`src/core/stop_eval_regs.svh`:
```
// Register offsets, field positions and reset values of the advanced stop evaluator.
// Assumes inclusion by the design module and the bench only.
//
// Functional notes
// RL1 - Command carries a 16-bit select word and 16-bit level word, each bit evaluated.
// RL2 - Select bit 1 includes the input in its group; 0 ignores it.
// RL3 - Level bit 1 means the wanted state is logic high.
// RL4 - Level bit 0 means the wanted state is logic low.
// RL5 - Reversal check is evaluated only at motion start, no later effect.
// RL6 - Satisfied reversal check runs the move opposite to the command.
// RL7 - Reversal check inputs are ORed together.
// RL8 - Toggle bit with fired reversal inverts final wanted levels.
// RL9 - Final stop condition true during a move starts deceleration.
// RL10 - OR mode: any selected input at wanted level satisfies the check.
// RL11 - AND mode: all selected inputs at wanted level simultaneously.
// RL12 - Record mode captures position and continues the move.
// RL13 - Host encodes words as decimal or hex before sending.
// RL14 - Second check never met: move completes, final check not evaluated.
// RL15 - AND and OR both enabled: both sets must be satisfied.
// RL16 - Final check met: stop and write trigger position register.
// RL17 - Fields: 3..0 OR, 7..4 AND, 11..8 second, 14..12 reversal, 15 toggle.
// RL18 - Inputs sampled once per servo cycle, conditions use synchronised samples.
`ifndef STOP_EVAL_REGS_SVH
`define STOP_EVAL_REGS_SVH

`define SE_ADDR_SEL 12'h000
`define SE_ADDR_LVL 12'h004
`define SE_ADDR_CTRL 12'h008
`define SE_ADDR_STAT 12'h00c
`define SE_ADDR_TRIGPOS 12'h010
`define SE_ADDR_DIV 12'h014

`define SE_OR_LSB 0
`define SE_OR_MSB 3
`define SE_AND_LSB 4
`define SE_AND_MSB 7
`define SE_SEC_LSB 8
`define SE_SEC_MSB 11
`define SE_REV_LSB 12
`define SE_REV_MSB 14
`define SE_TOG_BIT 15

`define SE_CTRL_START 0
`define SE_CTRL_DIR 1
`define SE_CTRL_REC 2
`define SE_CTRL_ABORT 3

`define SE_DIV_RESET 16'h0001
`define SE_WORD_RESET 16'h0000
`define SE_POS_RESET 32'h0000_0000

`endif

```
`src/core/stop_eval_pkg.sv`:
```
// Types shared by the advanced stop evaluator.
// Assumes the constants header sits beside it.
package stop_eval_pkg;
  typedef enum logic [3:0] {
    ST_IDLE = 4'b0001,
    ST_SECOND = 4'b0010,
    ST_LAST = 4'b0100,
    ST_DONE = 4'b1000
  } state_t;

  typedef struct packed {
    logic [15:0] sel;
    logic [15:0] lvl;
  } stop_words_t;

  typedef struct packed {
    logic reversed;
    logic decel;
    logic recorded;
    logic triggered;
  } move_flags_t;
endpackage : stop_eval_pkg

```
`src/core/stop_eval.sv`:
```
// Advanced stop condition evaluator with an APB register slave.
// Assumes synchronous sensor inputs, a position feed from the trajectory and one 20 MHz clock.
`timescale 1ns/1ps
`include "stop_eval_regs.svh"

module stop_eval (
  input wire logic pclk,
  input wire logic presetn,
  input wire logic psel,
  input wire logic penable,
  input wire logic pwrite,
  input wire logic [11:0] paddr,
  input wire logic [31:0] pwdata,
  output logic [31:0] prdata,
  output logic pready,
  output logic pslverr,
  input wire logic [3:0] sensor_in,
  input wire logic [31:0] motor_pos,
  input wire logic move_active,
  output logic move_dir_q,
  output logic decel_q,
  output logic [31:0] trig_pos_q,
  output logic [1:0] cur_state
);

  // ************************************************************
  // Register slave
  // ************************************************************
  stop_eval_pkg::stop_words_t words_q;
  logic [0:0] mode_q;
  logic cmd_dir_q;
  logic [15:0] div_q;
  logic start_pulse;
  logic abort_pulse;
  logic wr_en;
  logic rd_hit;
  stop_eval_pkg::move_flags_t flags_q;
  stop_eval_pkg::state_t state_q;

  assign wr_en = psel && penable && pwrite;
  assign pready = 1'b1;

  function automatic logic addr_ok(input logic [11:0] a);
    addr_ok = (a == `SE_ADDR_SEL) || (a == `SE_ADDR_LVL) || (a == `SE_ADDR_CTRL) ||
              (a == `SE_ADDR_STAT) || (a == `SE_ADDR_TRIGPOS) || (a == `SE_ADDR_DIV);
  endfunction : addr_ok

  assign rd_hit = addr_ok(paddr);
  assign pslverr = psel && penable && !rd_hit;

  always_ff @(posedge pclk or negedge presetn) begin
    if (!presetn) begin
      words_q <= {`SE_WORD_RESET, `SE_WORD_RESET};
      mode_q <= 1'b0;
      cmd_dir_q <= 1'b0;
      div_q <= `SE_DIV_RESET;
    end else if (wr_en) begin
      case (paddr)
        `SE_ADDR_SEL: words_q.sel <= pwdata[15:0]; // RL1
        `SE_ADDR_LVL: words_q.lvl <= pwdata[15:0]; // RL1
        `SE_ADDR_CTRL: begin
          cmd_dir_q <= pwdata[`SE_CTRL_DIR];
          mode_q[0] <= pwdata[`SE_CTRL_REC];
        end
        `SE_ADDR_DIV: div_q <= pwdata[15:0];
        default: begin
        end
      endcase
    end
  end

  // Start and abort are self-clearing strobes taken from control writes.
  assign start_pulse = wr_en && (paddr == `SE_ADDR_CTRL) && pwdata[`SE_CTRL_START];
  assign abort_pulse = wr_en && (paddr == `SE_ADDR_CTRL) && pwdata[`SE_CTRL_ABORT];

  always_ff @(posedge pclk or negedge presetn) begin
    if (!presetn) begin
      prdata <= 32'h0000_0000;
    end else if (psel && !penable && !pwrite) begin
      case (paddr)
        `SE_ADDR_SEL: prdata <= {16'h0000, words_q.sel};
        `SE_ADDR_LVL: prdata <= {16'h0000, words_q.lvl};
        `SE_ADDR_CTRL: prdata <= {29'h0, mode_q[0], cmd_dir_q, 1'b0};
        `SE_ADDR_STAT: prdata <= {26'h0, state_q == stop_eval_pkg::ST_DONE, move_dir_q,
                                  flags_q.reversed, flags_q.decel, flags_q.recorded,
                                  flags_q.triggered};
        `SE_ADDR_TRIGPOS: prdata <= trig_pos_q;
        `SE_ADDR_DIV: prdata <= {16'h0000, div_q};
        default: prdata <= 32'h0000_0000;
      endcase
    end
  end

  // ************************************************************
  // Servo cycle tick and input sampling
  // ************************************************************
  logic [15:0] tick_cnt_q;
  logic servo_tick;
  logic [3:0] samp_q;

  assign servo_tick = (tick_cnt_q == 16'h0000);

  always_ff @(posedge pclk or negedge presetn) begin
    if (!presetn) begin
      tick_cnt_q <= 16'h0000;
    end else if (servo_tick) begin
      tick_cnt_q <= div_q - 16'h0001;
    end else begin
      tick_cnt_q <= tick_cnt_q - 16'h0001;
    end
  end

  // Sampling only on the servo tick keeps every check in one cycle on one consistent snapshot.
  always_ff @(posedge pclk or negedge presetn) begin
    if (!presetn) begin
      samp_q <= 4'h0;
    end else if (servo_tick) begin
      samp_q <= sensor_in; // RL18
    end
  end

  // ************************************************************
  // Condition evaluation
  // ************************************************************
  // A group matches per input when the sample equals the wanted level; unselected inputs drop out.
  function automatic logic [3:0] hits(input logic [3:0] s, input logic [3:0] sel,
                                      input logic [3:0] lvl);
    hits = sel & ~(s ^ lvl); // RL2 RL3 RL4
  endfunction : hits

  logic tog_q;
  logic [3:0] lvl_or;
  logic [3:0] lvl_and;
  logic rev_hit;
  logic sec_hit;
  logic or_hit;
  logic and_hit;
  logic last_hit;
  logic or_en;
  logic and_en;

  assign rev_hit = |hits({1'b0, samp_q[2:0]}, {1'b0, words_q.sel[`SE_REV_MSB:`SE_REV_LSB]},
                         {1'b0, words_q.lvl[`SE_REV_MSB:`SE_REV_LSB]}); // RL7
  assign sec_hit = (hits(samp_q, words_q.sel[`SE_SEC_MSB:`SE_SEC_LSB],
                         words_q.lvl[`SE_SEC_MSB:`SE_SEC_LSB])
                    == words_q.sel[`SE_SEC_MSB:`SE_SEC_LSB]);
  // Toggle inverts the final wanted levels once the reversal has fired.
  assign lvl_or = words_q.lvl[`SE_OR_MSB:`SE_OR_LSB] ^ {4{tog_q}}; // RL8
  assign lvl_and = words_q.lvl[`SE_AND_MSB:`SE_AND_LSB] ^ {4{tog_q}}; // RL8
  assign or_en = |words_q.sel[`SE_OR_MSB:`SE_OR_LSB];
  assign and_en = |words_q.sel[`SE_AND_MSB:`SE_AND_LSB];
  assign or_hit = |hits(samp_q, words_q.sel[`SE_OR_MSB:`SE_OR_LSB], lvl_or); // RL10
  assign and_hit = (hits(samp_q, words_q.sel[`SE_AND_MSB:`SE_AND_LSB], lvl_and)
                    == words_q.sel[`SE_AND_MSB:`SE_AND_LSB]); // RL11
  // With both groups enabled both must hold; an empty pair never stops.
  assign last_hit = (or_en || and_en) && (!or_en || or_hit) && (!and_en || and_hit); // RL15

  // ************************************************************
  // Move sequencer
  // ************************************************************
  logic sec_needed;
  assign sec_needed = |words_q.sel[`SE_SEC_MSB:`SE_SEC_LSB]; // RL17

  always_ff @(posedge pclk or negedge presetn) begin
    if (!presetn) begin
      state_q <= stop_eval_pkg::ST_IDLE;
    end else if (abort_pulse || (!move_active && state_q != stop_eval_pkg::ST_IDLE &&
                                 !start_pulse)) begin
      // Move ended or aborted: from ST_SECOND the final check is simply never armed.
      state_q <= (state_q == stop_eval_pkg::ST_IDLE) ? stop_eval_pkg::ST_IDLE
                                                     : stop_eval_pkg::ST_DONE; // RL14
    end else if (start_pulse) begin
      state_q <= sec_needed ? stop_eval_pkg::ST_SECOND : stop_eval_pkg::ST_LAST;
    end else if (servo_tick) begin
      case (state_q)
        stop_eval_pkg::ST_SECOND: begin
          if (sec_hit) begin
            state_q <= stop_eval_pkg::ST_LAST; // RL14
          end
        end
        stop_eval_pkg::ST_LAST: begin
          if (last_hit && !mode_q[0]) begin
            state_q <= stop_eval_pkg::ST_DONE; // RL9
          end
        end
        default: begin
        end
      endcase
    end
  end

  // Reversal is decided once from the snapshot held at the start write.
  // The commanded direction arrives in the same control write, so it is taken from the bus.
  always_ff @(posedge pclk or negedge presetn) begin
    if (!presetn) begin
      move_dir_q <= 1'b0;
      tog_q <= 1'b0;
      flags_q.reversed <= 1'b0;
    end else if (start_pulse) begin
      move_dir_q <= pwdata[`SE_CTRL_DIR] ^ rev_hit; // RL5 RL6
      tog_q <= rev_hit && words_q.lvl[`SE_TOG_BIT]; // RL8
      flags_q.reversed <= rev_hit;
    end
  end

  always_ff @(posedge pclk or negedge presetn) begin
    if (!presetn) begin
      decel_q <= 1'b0;
      flags_q.decel <= 1'b0;
      flags_q.triggered <= 1'b0;
      flags_q.recorded <= 1'b0;
      trig_pos_q <= `SE_POS_RESET;
    end else if (start_pulse) begin
      decel_q <= 1'b0;
      flags_q.decel <= 1'b0;
      flags_q.triggered <= 1'b0;
      flags_q.recorded <= 1'b0;
    end else if (servo_tick && state_q == stop_eval_pkg::ST_LAST && last_hit) begin
      flags_q.triggered <= 1'b1;
      if (mode_q[0]) begin
        if (!flags_q.recorded) begin
          trig_pos_q <= motor_pos; // RL12
          flags_q.recorded <= 1'b1;
        end
      end else begin
        decel_q <= 1'b1; // RL9
        flags_q.decel <= 1'b1;
        trig_pos_q <= motor_pos; // RL16
      end
    end else if (!move_active) begin
      decel_q <= 1'b0;
    end
  end

  always_comb begin
    case (state_q)
      stop_eval_pkg::ST_SECOND: cur_state = 2'h1;
      stop_eval_pkg::ST_LAST: cur_state = 2'h2;
      stop_eval_pkg::ST_DONE: cur_state = 2'h3;
      default: cur_state = 2'h0;
    endcase
  end
endmodule : stop_eval

```
`config.mk`:
```
export PLATFORM = sky130hd
export DESIGN_NAME = stop_eval
export DESIGN_NICKNAME = d
export VERILOG_FILES = /design/src/core/stop_eval_pkg.sv /design/src/core/stop_eval.sv
export VERILOG_INCLUDE_DIRS = /design/src /design/src/core
export SDC_FILE = /design/constraint.sdc
export NUM_CORES = 1
export LEC_CHECK = 0
export BUFFER_PORTS_ARGS = -buffer_cell sky130_fd_sc_hd__clkbuf_2
export CAP_MARGIN = 15
export CORE_AREA = 5 5 103 153
export DETAILED_ROUTE_END_ITERATION = 10
export DIE_AREA = 0 0 108 158
export GPL_ROUTABILITY_DRIVEN = 1
export PLACE_DENSITY = 0.74
export SETUP_SLACK_MARGIN = 0.1
export SYNTH_ARGS = -nofsm -noshare
export SYNTH_HDL_FRONTEND = slang
export SYNTH_SLANG_ARGS = --single-unit
```
`constraint.sdc`:
```
create_clock -name pclk -period 3.4 [get_ports pclk]
set_input_delay 0.34 -clock pclk [delete_from_list [all_inputs] [get_ports pclk]]
set_output_delay 0.34 -clock pclk [all_outputs]
set_load 0.01 [all_outputs]
```
==> results by group, run 1 <==
Job
  • Max cap viols: 0

STA
  • WHS: -0.0255 ns
  • Final hold violation count: 15
  • Max Freq: about 330 MHz
  • Fin. max-slew vios: 0
  • Clock Skews: 0.00927 ns
  • Actual slew at the worst max-slew pin: approximately 0.83 ns
  • Final period utilization: between 90 and 100%
  • Rel. slew slack: 43.9%
  • Fin Setup TNS: 0 ns
  • Fin crit period: between 3 and 4 ns
  • Final setup violation count: 0
  • RSZ-0062 raised after global routing: no

Cells and area
  • Final nets: 836
  • Ant diodes: 0
  • Area grow syn2layout: 22.4%
  • Non-Filler Instances: ~960
  • Fillers: roughly 1.2k
  • Share of layout cells above drive strength 1: about 39%
  • Commonest cells after routing, fill and taps aside: 142 x dfrtp_1, 137 x clkbuf_2, 88 x nand2_1
  • Sequential cell area: approximately 0.0036 sq mm
  • Most common library cell in the layout ignoring fill and taps: dfrtp_1
  • Multi-input logic area: between 0.003 and 0.004 sq mm

Logic synthesis
  • Mapped Avg Cell Area: 11.5 sq um
  • Synth Flop Type: dfrtp_1
  • Seq/Total Area, Yosys: 52.0%
  • Post-synthesis cell type count: 73
  • Synth warn: 0
  • Syn Inst Count: roughly 600
  • Post-synthesis mux area share: between 10% and 20%
  • Synth Net Count: roughly 700
  • Largest family of logic cells by synthesized area: simple AND/OR/NAND/NOR gates
  • Post-Synth Simple-Gate Area: 15.1%
  • Synth Area in XOR/XNOR: 4.64%
  • Synth Register Bits: around 150
  • Synth Area in Compound Gates: 10.4%
  • FFs w/ async S/R, synth: 100%
  • Synth Area in Adders: less than 1%
  • Synthesized area: between 0.006 and 0.007 sq mm
  • Post-synth EDFFs: 0

Floorplan
  • Chip Width: roughly 110 um
  • Die height: approximately 160 um
  • Starting Density: roughly half
  • Boundary Pins: roughly 160
  • Site Rows: 54
  • Die Area: roughly 0.017 sq mm
  • Core outline area: around 0.014 sq mm

Clock network
  • Cts hold-fix bufs: 0
  • CTS max path bufs: 2
  • Num CTS Buffers: 17
  • Clk slew on worst S/H paths: around 0.060 ns
  • Post-CTS setup buffers: 0
  • Root Driver: clkbuf_16
  • CTS tree: done
  • CTS sink cnt: 145
  • Worst skew pair latency: 0.41 ns
  • Htree depth: 4
  • Post-cts gate resize count: 0

Worst hold path
  • Hold Path Class: input port to asynchronous set/reset pin

Place
  • I/O Buffers: roughly 140
  • Placer Congestion: 0.914
  • Inst Count DP: approximately 900
  • DP HPWL: roughly 14000 um

Pwr
  • Static Leak: between 4 and 5 nW
  • Pwr Density: 535 mW/mm^2
  • Peak supply drop: between 0.0002 and 0.0003 V

GRT
  • Initial antenna violation count: 0
  • Global route total overflow: 0
  • Total GRT Usage: approximately 22%
  • Largest net degree at the start of global routing: 84
  • First-pass GRT wire length: ~30000 um
  • Number of global-route vias before repair: around 5.7k

Detailed routing
  • Vias per inst: slightly below 6
  • DRT iter0 DRCs: a little under 400
  • Vias: roughly 5.5k
  • Final WL: about 19000 um
  • Pre-Repair DR Iteration Count: 5
  • Drc violations: 0
  • Avg WL per Cell: slightly below 20 um
  • Routed Antenna Nets: 0

Worst setup path
  • CP Capture Type: flop
  • Type of the worst setup path: flop to flop
  • Arrival time worst endpoint: around 3.4 ns
  • CP Max Fanout: 6
  • Startpoint types: flop
  • CP required: 3.70 ns

Status
  • Failing checks: hold timing
  • Status: finished with violations
==> cells by family after synthesis <==
logic type               count (synthesis)
flip-flops                             145
XOR/XNOR                                29
adder cells (fa/ha/maj)                  1
AO/OA/AOI/OAI                          104
multiplexers                            89
other                                    1
buffers and inverters                   37
AND/OR/NAND/NOR                        204
==> power breakdown <==
part           internal [mW]  switching, mW  leakage, nW
Sequential              1.82          0.126         1.95
Combinational          0.226          0.268         1.96
Clock                   1.39          0.747        0.326
Total                   3.44           1.14         4.24
==> metal layers <==
| metal | part of all wire [%] | GRT usage (%) |
|---|---|---|
| met5 | 0 | 0 |
| met3 | 5.2 | 4.24 |
| met4 | 2.0 | 7.82 |
| met2 | 54 | 40.7 |
| met1 | 39 | 26.1 |
==> stage by stage <==
step	hold slack, ns	area, sq um	power, mW	setup WS (ns)	utilization [%]
3_3_place_gp	0.431	7860	2.44	0.347	54.9
2_1_floorplan	0.0444	6990	2.25	0.440	-
3_5_place_dp	0.447	7860	2.46	0.260	54.9
6_report	-0.0255	8550	4.58	0.323	59.7
5_1_grt	0.0360	8550	4.75	0.112	59.7
4_1_cts	0.00975	8540	4.59	0.253	59.6
==> Yosys cell counts (2+ instances only) <==
master    count  share of area [%]
dfrtp_1     143                 51
nand2_1      88                4.7
mux2_2       73                 12
nor2_1       31                1.7
o21ai_0      23                1.6
nand3_1      22                1.6
a21oi_1      18                1.3
clkbuf_1     15               0.81
xnor2_1      14                1.8
a221oi_1     13                1.6
xor2_1       10                1.3
a22o_1        9                1.1
nor3_1        9               0.64
nor4_1        9               0.81
mux2_4        8                1.7
mux2i_1       7                1.0
o21ai_1       6               0.43
a31oi_1       5               0.45
buf_4         5               0.54
inv_1         5               0.27
nor3b_1       5               0.54
or4_1         5               0.54
a222oi_1      4               0.57
buf_2         4               0.29
buf_6         4               0.64
or3_1         4               0.36
or3b_2        4               0.50
xnor3_1       4                1.3
buf_1         3               0.16
nand4_1       3               0.27
o211ai_1      3               0.32
o31ai_1       3               0.32
or2_2         3               0.27
a21o_1        2               0.21
a221o_1       2               0.29
a31o_2        2               0.25
and3_1        2               0.18
dfstp_2       2               0.75
nor3_2        2               0.29
nor4b_1       2               0.25
or4_4         2               0.32
==> critical path: stages (launching register included) <==
cell      delay (ns)
dfrtp_1         0.42
nor4_2          0.11
and4_1          0.27
a21oi_1         0.23
ha_1            0.22
or3b_2          0.51
nor2_2          0.14
o211ai_1        0.15
or3_1           0.41
o211a_1         0.23
a211o_1         0.26
==> registers in the layout, summed over array words and instances, names as in the netlist <==
name	cells
prdata	32
trig_pos_q	32
words_q	32
div_q	16
tick_cnt_q	16
flags_q	4
samp_q	4
state_q	4
cmd_dir_q	1
decel_q	1
mode_q	1
move_dir_q	1
tog_q	1
==> area by class of cell <==
cell class	count	area share (%)
Tap cell	196	2.87
Timing Repair Buffer	152	9.38
Sequential cell	145	42.5
Multi-Input combinational cell	428	37.1
Clock inverter	15	2.98
Clock buffer	17	4.97
Inverter	5	0.219
==> path summary, 6_finish.rpt <==
kind                       slack (ns)  cells past startpoint           start        endpoint
max                              0.32                     10  tick_cnt_q[12]  tick_cnt_q[12]
min                             -0.03                      1         presetn   tick_cnt_q[0]
max reg2reg                      0.32                     10  tick_cnt_q[12]  tick_cnt_q[12]
min reg2reg                      0.47                      2      prdata[23]      prdata[23]
max in group asynchronous        2.59                      2         presetn     words_q[27]
min in group pclk                0.14                      3    sensor_in[3]       samp_q[3]
(Power assumes the default switching activity.)
==> run 2: changes to the inputs <==
--- a/config.mk
+++ b/config.mk
@@ -8,9 +8,9 @@
 export LEC_CHECK = 0
 export BUFFER_PORTS_ARGS = -buffer_cell sky130_fd_sc_hd__clkbuf_2
 export CAP_MARGIN = 15
-export CORE_AREA = 5 5 103 153
+export CORE_AREA = 2 2 100 150
 export DETAILED_ROUTE_END_ITERATION = 10
-export DIE_AREA = 0 0 108 158
+export DIE_AREA = 0 0 102 152
 export GPL_ROUTABILITY_DRIVEN = 1
 export PLACE_DENSITY = 0.74
 export SETUP_SLACK_MARGIN = 0.1
==> results by group, run 2 (same netlist as run 1, synthesis figures left out) <==
Status
  • Status: finished with violations
  • Failing checks: hold timing

Cells and area
  • Most common library cell in the layout ignoring fill and taps: dfrtp_1
  • Multi-input logic area: between 0.003 and 0.004 sq mm
  • Commonest cells after routing, fill and taps aside: 143 x dfrtp_1, 137 x clkbuf_2, 88 x nand2_1
  • Top flop regs: prdata x32, trig_pos_q x32, words_q x32
  • Fin area: about 0.0085 sq mm
  • Ant diodes: 0
  • Share of layout cells above drive strength 1: 38.5%
  • Sequential cell area: ~0.0036 sq mm
  • Layout Utilization: ~59%
  • Area grow syn2layout: 21.3%
  • Final nets: 838
  • Non-Filler Instances: 960
  • Fillers: about 1.2k

Place
  • Placer Congestion: just under 0.9
  • Cell area after placement: ~0.0079 sq mm
  • Inst Count DP: 928
  • DP Worst Slack: slightly below 0.3 ns
  • DP HPWL: ~13000 um
  • I/O Buffers: 138

Clock network
  • Num CTS Buffers: 17
  • CTS sink cnt: 145
  • Post-cts gate resize count: 0
  • Htree depth: 4
  • Worst skew pair latency: 0.42 ns
  • Root Driver: clkbuf_16
  • Post-CTS setup buffers: 0
  • CTS tree: done
  • Clk slew on worst S/H paths: around 0.060 ns
  • CTS max path bufs: 2
  • Cts hold-fix bufs: 0

STA
  • Worst setup slack after layout: between 0.3 and 0.4 ns
  • Clock Skews: around 0.0073 ns
  • Final setup violation count: 0
  • RSZ-0062 raised after global routing: no
  • Max Freq: 326 MHz
  • Rel. slew slack: roughly 44%
  • Fin crit period: roughly 3 ns
  • Final period utilization: around nine tenths
  • Fin Setup TNS: 0 ns
  • Actual slew at the worst max-slew pin: 0.836 ns
  • Final hold violation count: 19
  • Fin. max-slew vios: 0
  • WHS: -0.0370 ns

GRT
  • Total GRT Usage: between 20% and 30%
  • Initial antenna violation count: 0
  • Largest net degree at the start of global routing: between 80 and 90
  • Number of global-route vias before repair: between 5k and 6k
  • First-pass GRT wire length: 28800 um
  • Global route total overflow: 0

Detailed routing
  • Pre-Repair DR Iteration Count: 6
  • Drc violations: 0
  • Avg WL per Cell: about 19 um
  • Vias: between 5k and 6k
  • Final WL: about 18000 um
  • Vias per inst: between 5 and 6
  • Routed Antenna Nets: 0
  • DRT iter0 DRCs: around 400

Floorplan
  • Starting Density: between 40% and 50%
  • Boundary Pins: 156
  • Chip Width: a little over 100 um
  • Die Area: about 0.016 sq mm
  • Die height: 152 um
  • Site Rows: 54
  • Core outline area: 0.0143 sq mm

Pwr
  • Static Leak: 4.20 nW
  • Pwr Density: approximately 500 mW/mm^2
  • Tot Pwr: around 4.3 mW
  • Peak supply drop: between 0.0002 and 0.0003 V

Job
  • Max cap viols: 0

Worst setup path
  • Arrival time worst endpoint: roughly 3.4 ns
  • Worst-case reg-to-reg path depth: 10
  • CP required: roughly 3.7 ns
  • Type of the worst setup path: flop to flop
  • CP Max Fanout: 6
  • Startpoint types: flop
  • CP Capture Type: flop

Worst hold path
  • Hold Path Class: input port to asynchronous set/reset pin
[run 2: where the power goes]
group / internal, mW / total [mW] / switching [mW]
clock network: 1.02 / 1.80 / 0.778
logic: 0.245 / 0.512 / 0.268
registers: 1.82 / 1.95 / 0.123
[run 2: path summary, 6_finish.rpt]
kind,startpoint,slack [ns],to
max,tick_cnt_q[4],0.33,tick_cnt_q[12]
min,presetn,-0.04,state_q[1]
max reg2reg,tick_cnt_q[4],0.33,tick_cnt_q[12]
min reg2reg,prdata[19],0.46,prdata[19]
max in group asynchronous,presetn,2.62,words_q[21]
min in group pclk,sensor_in[2],0.13,samp_q[2]
[run 2: layer usage]
metal  track usage [%]  share of wire, %  vias up
li1                  -                 -     2508
met1              27.7                39     2759
met2              42.0                53      180
met3              4.78               4.8       38
met4              11.0               3.4        0
met5                 0                 0        -
[run 2: area by class of cell]
class / instances / area share (%)
repair buffers: 154 / 9.93
well taps: 196 / 2.89
flip-flops and latches: 145 / 42.8
clock buffers: 17 / 5.02
inverters: 5 / 0.221
multi-input cells: 428 / 37.4
clock inverters: 15 / 1.73
[run 2: worst max-delay path: stages (launching register included)]
cell	delay, ns
dfrtp_1	0.44
nor4_1	0.11
and4_1	0.27
a21oi_2	0.20
ha_1	0.20
or3b_2	0.50
nor2_1	0.18
o211ai_1	0.17
or3_1	0.40
o211a_1	0.23
a211o_1	0.26
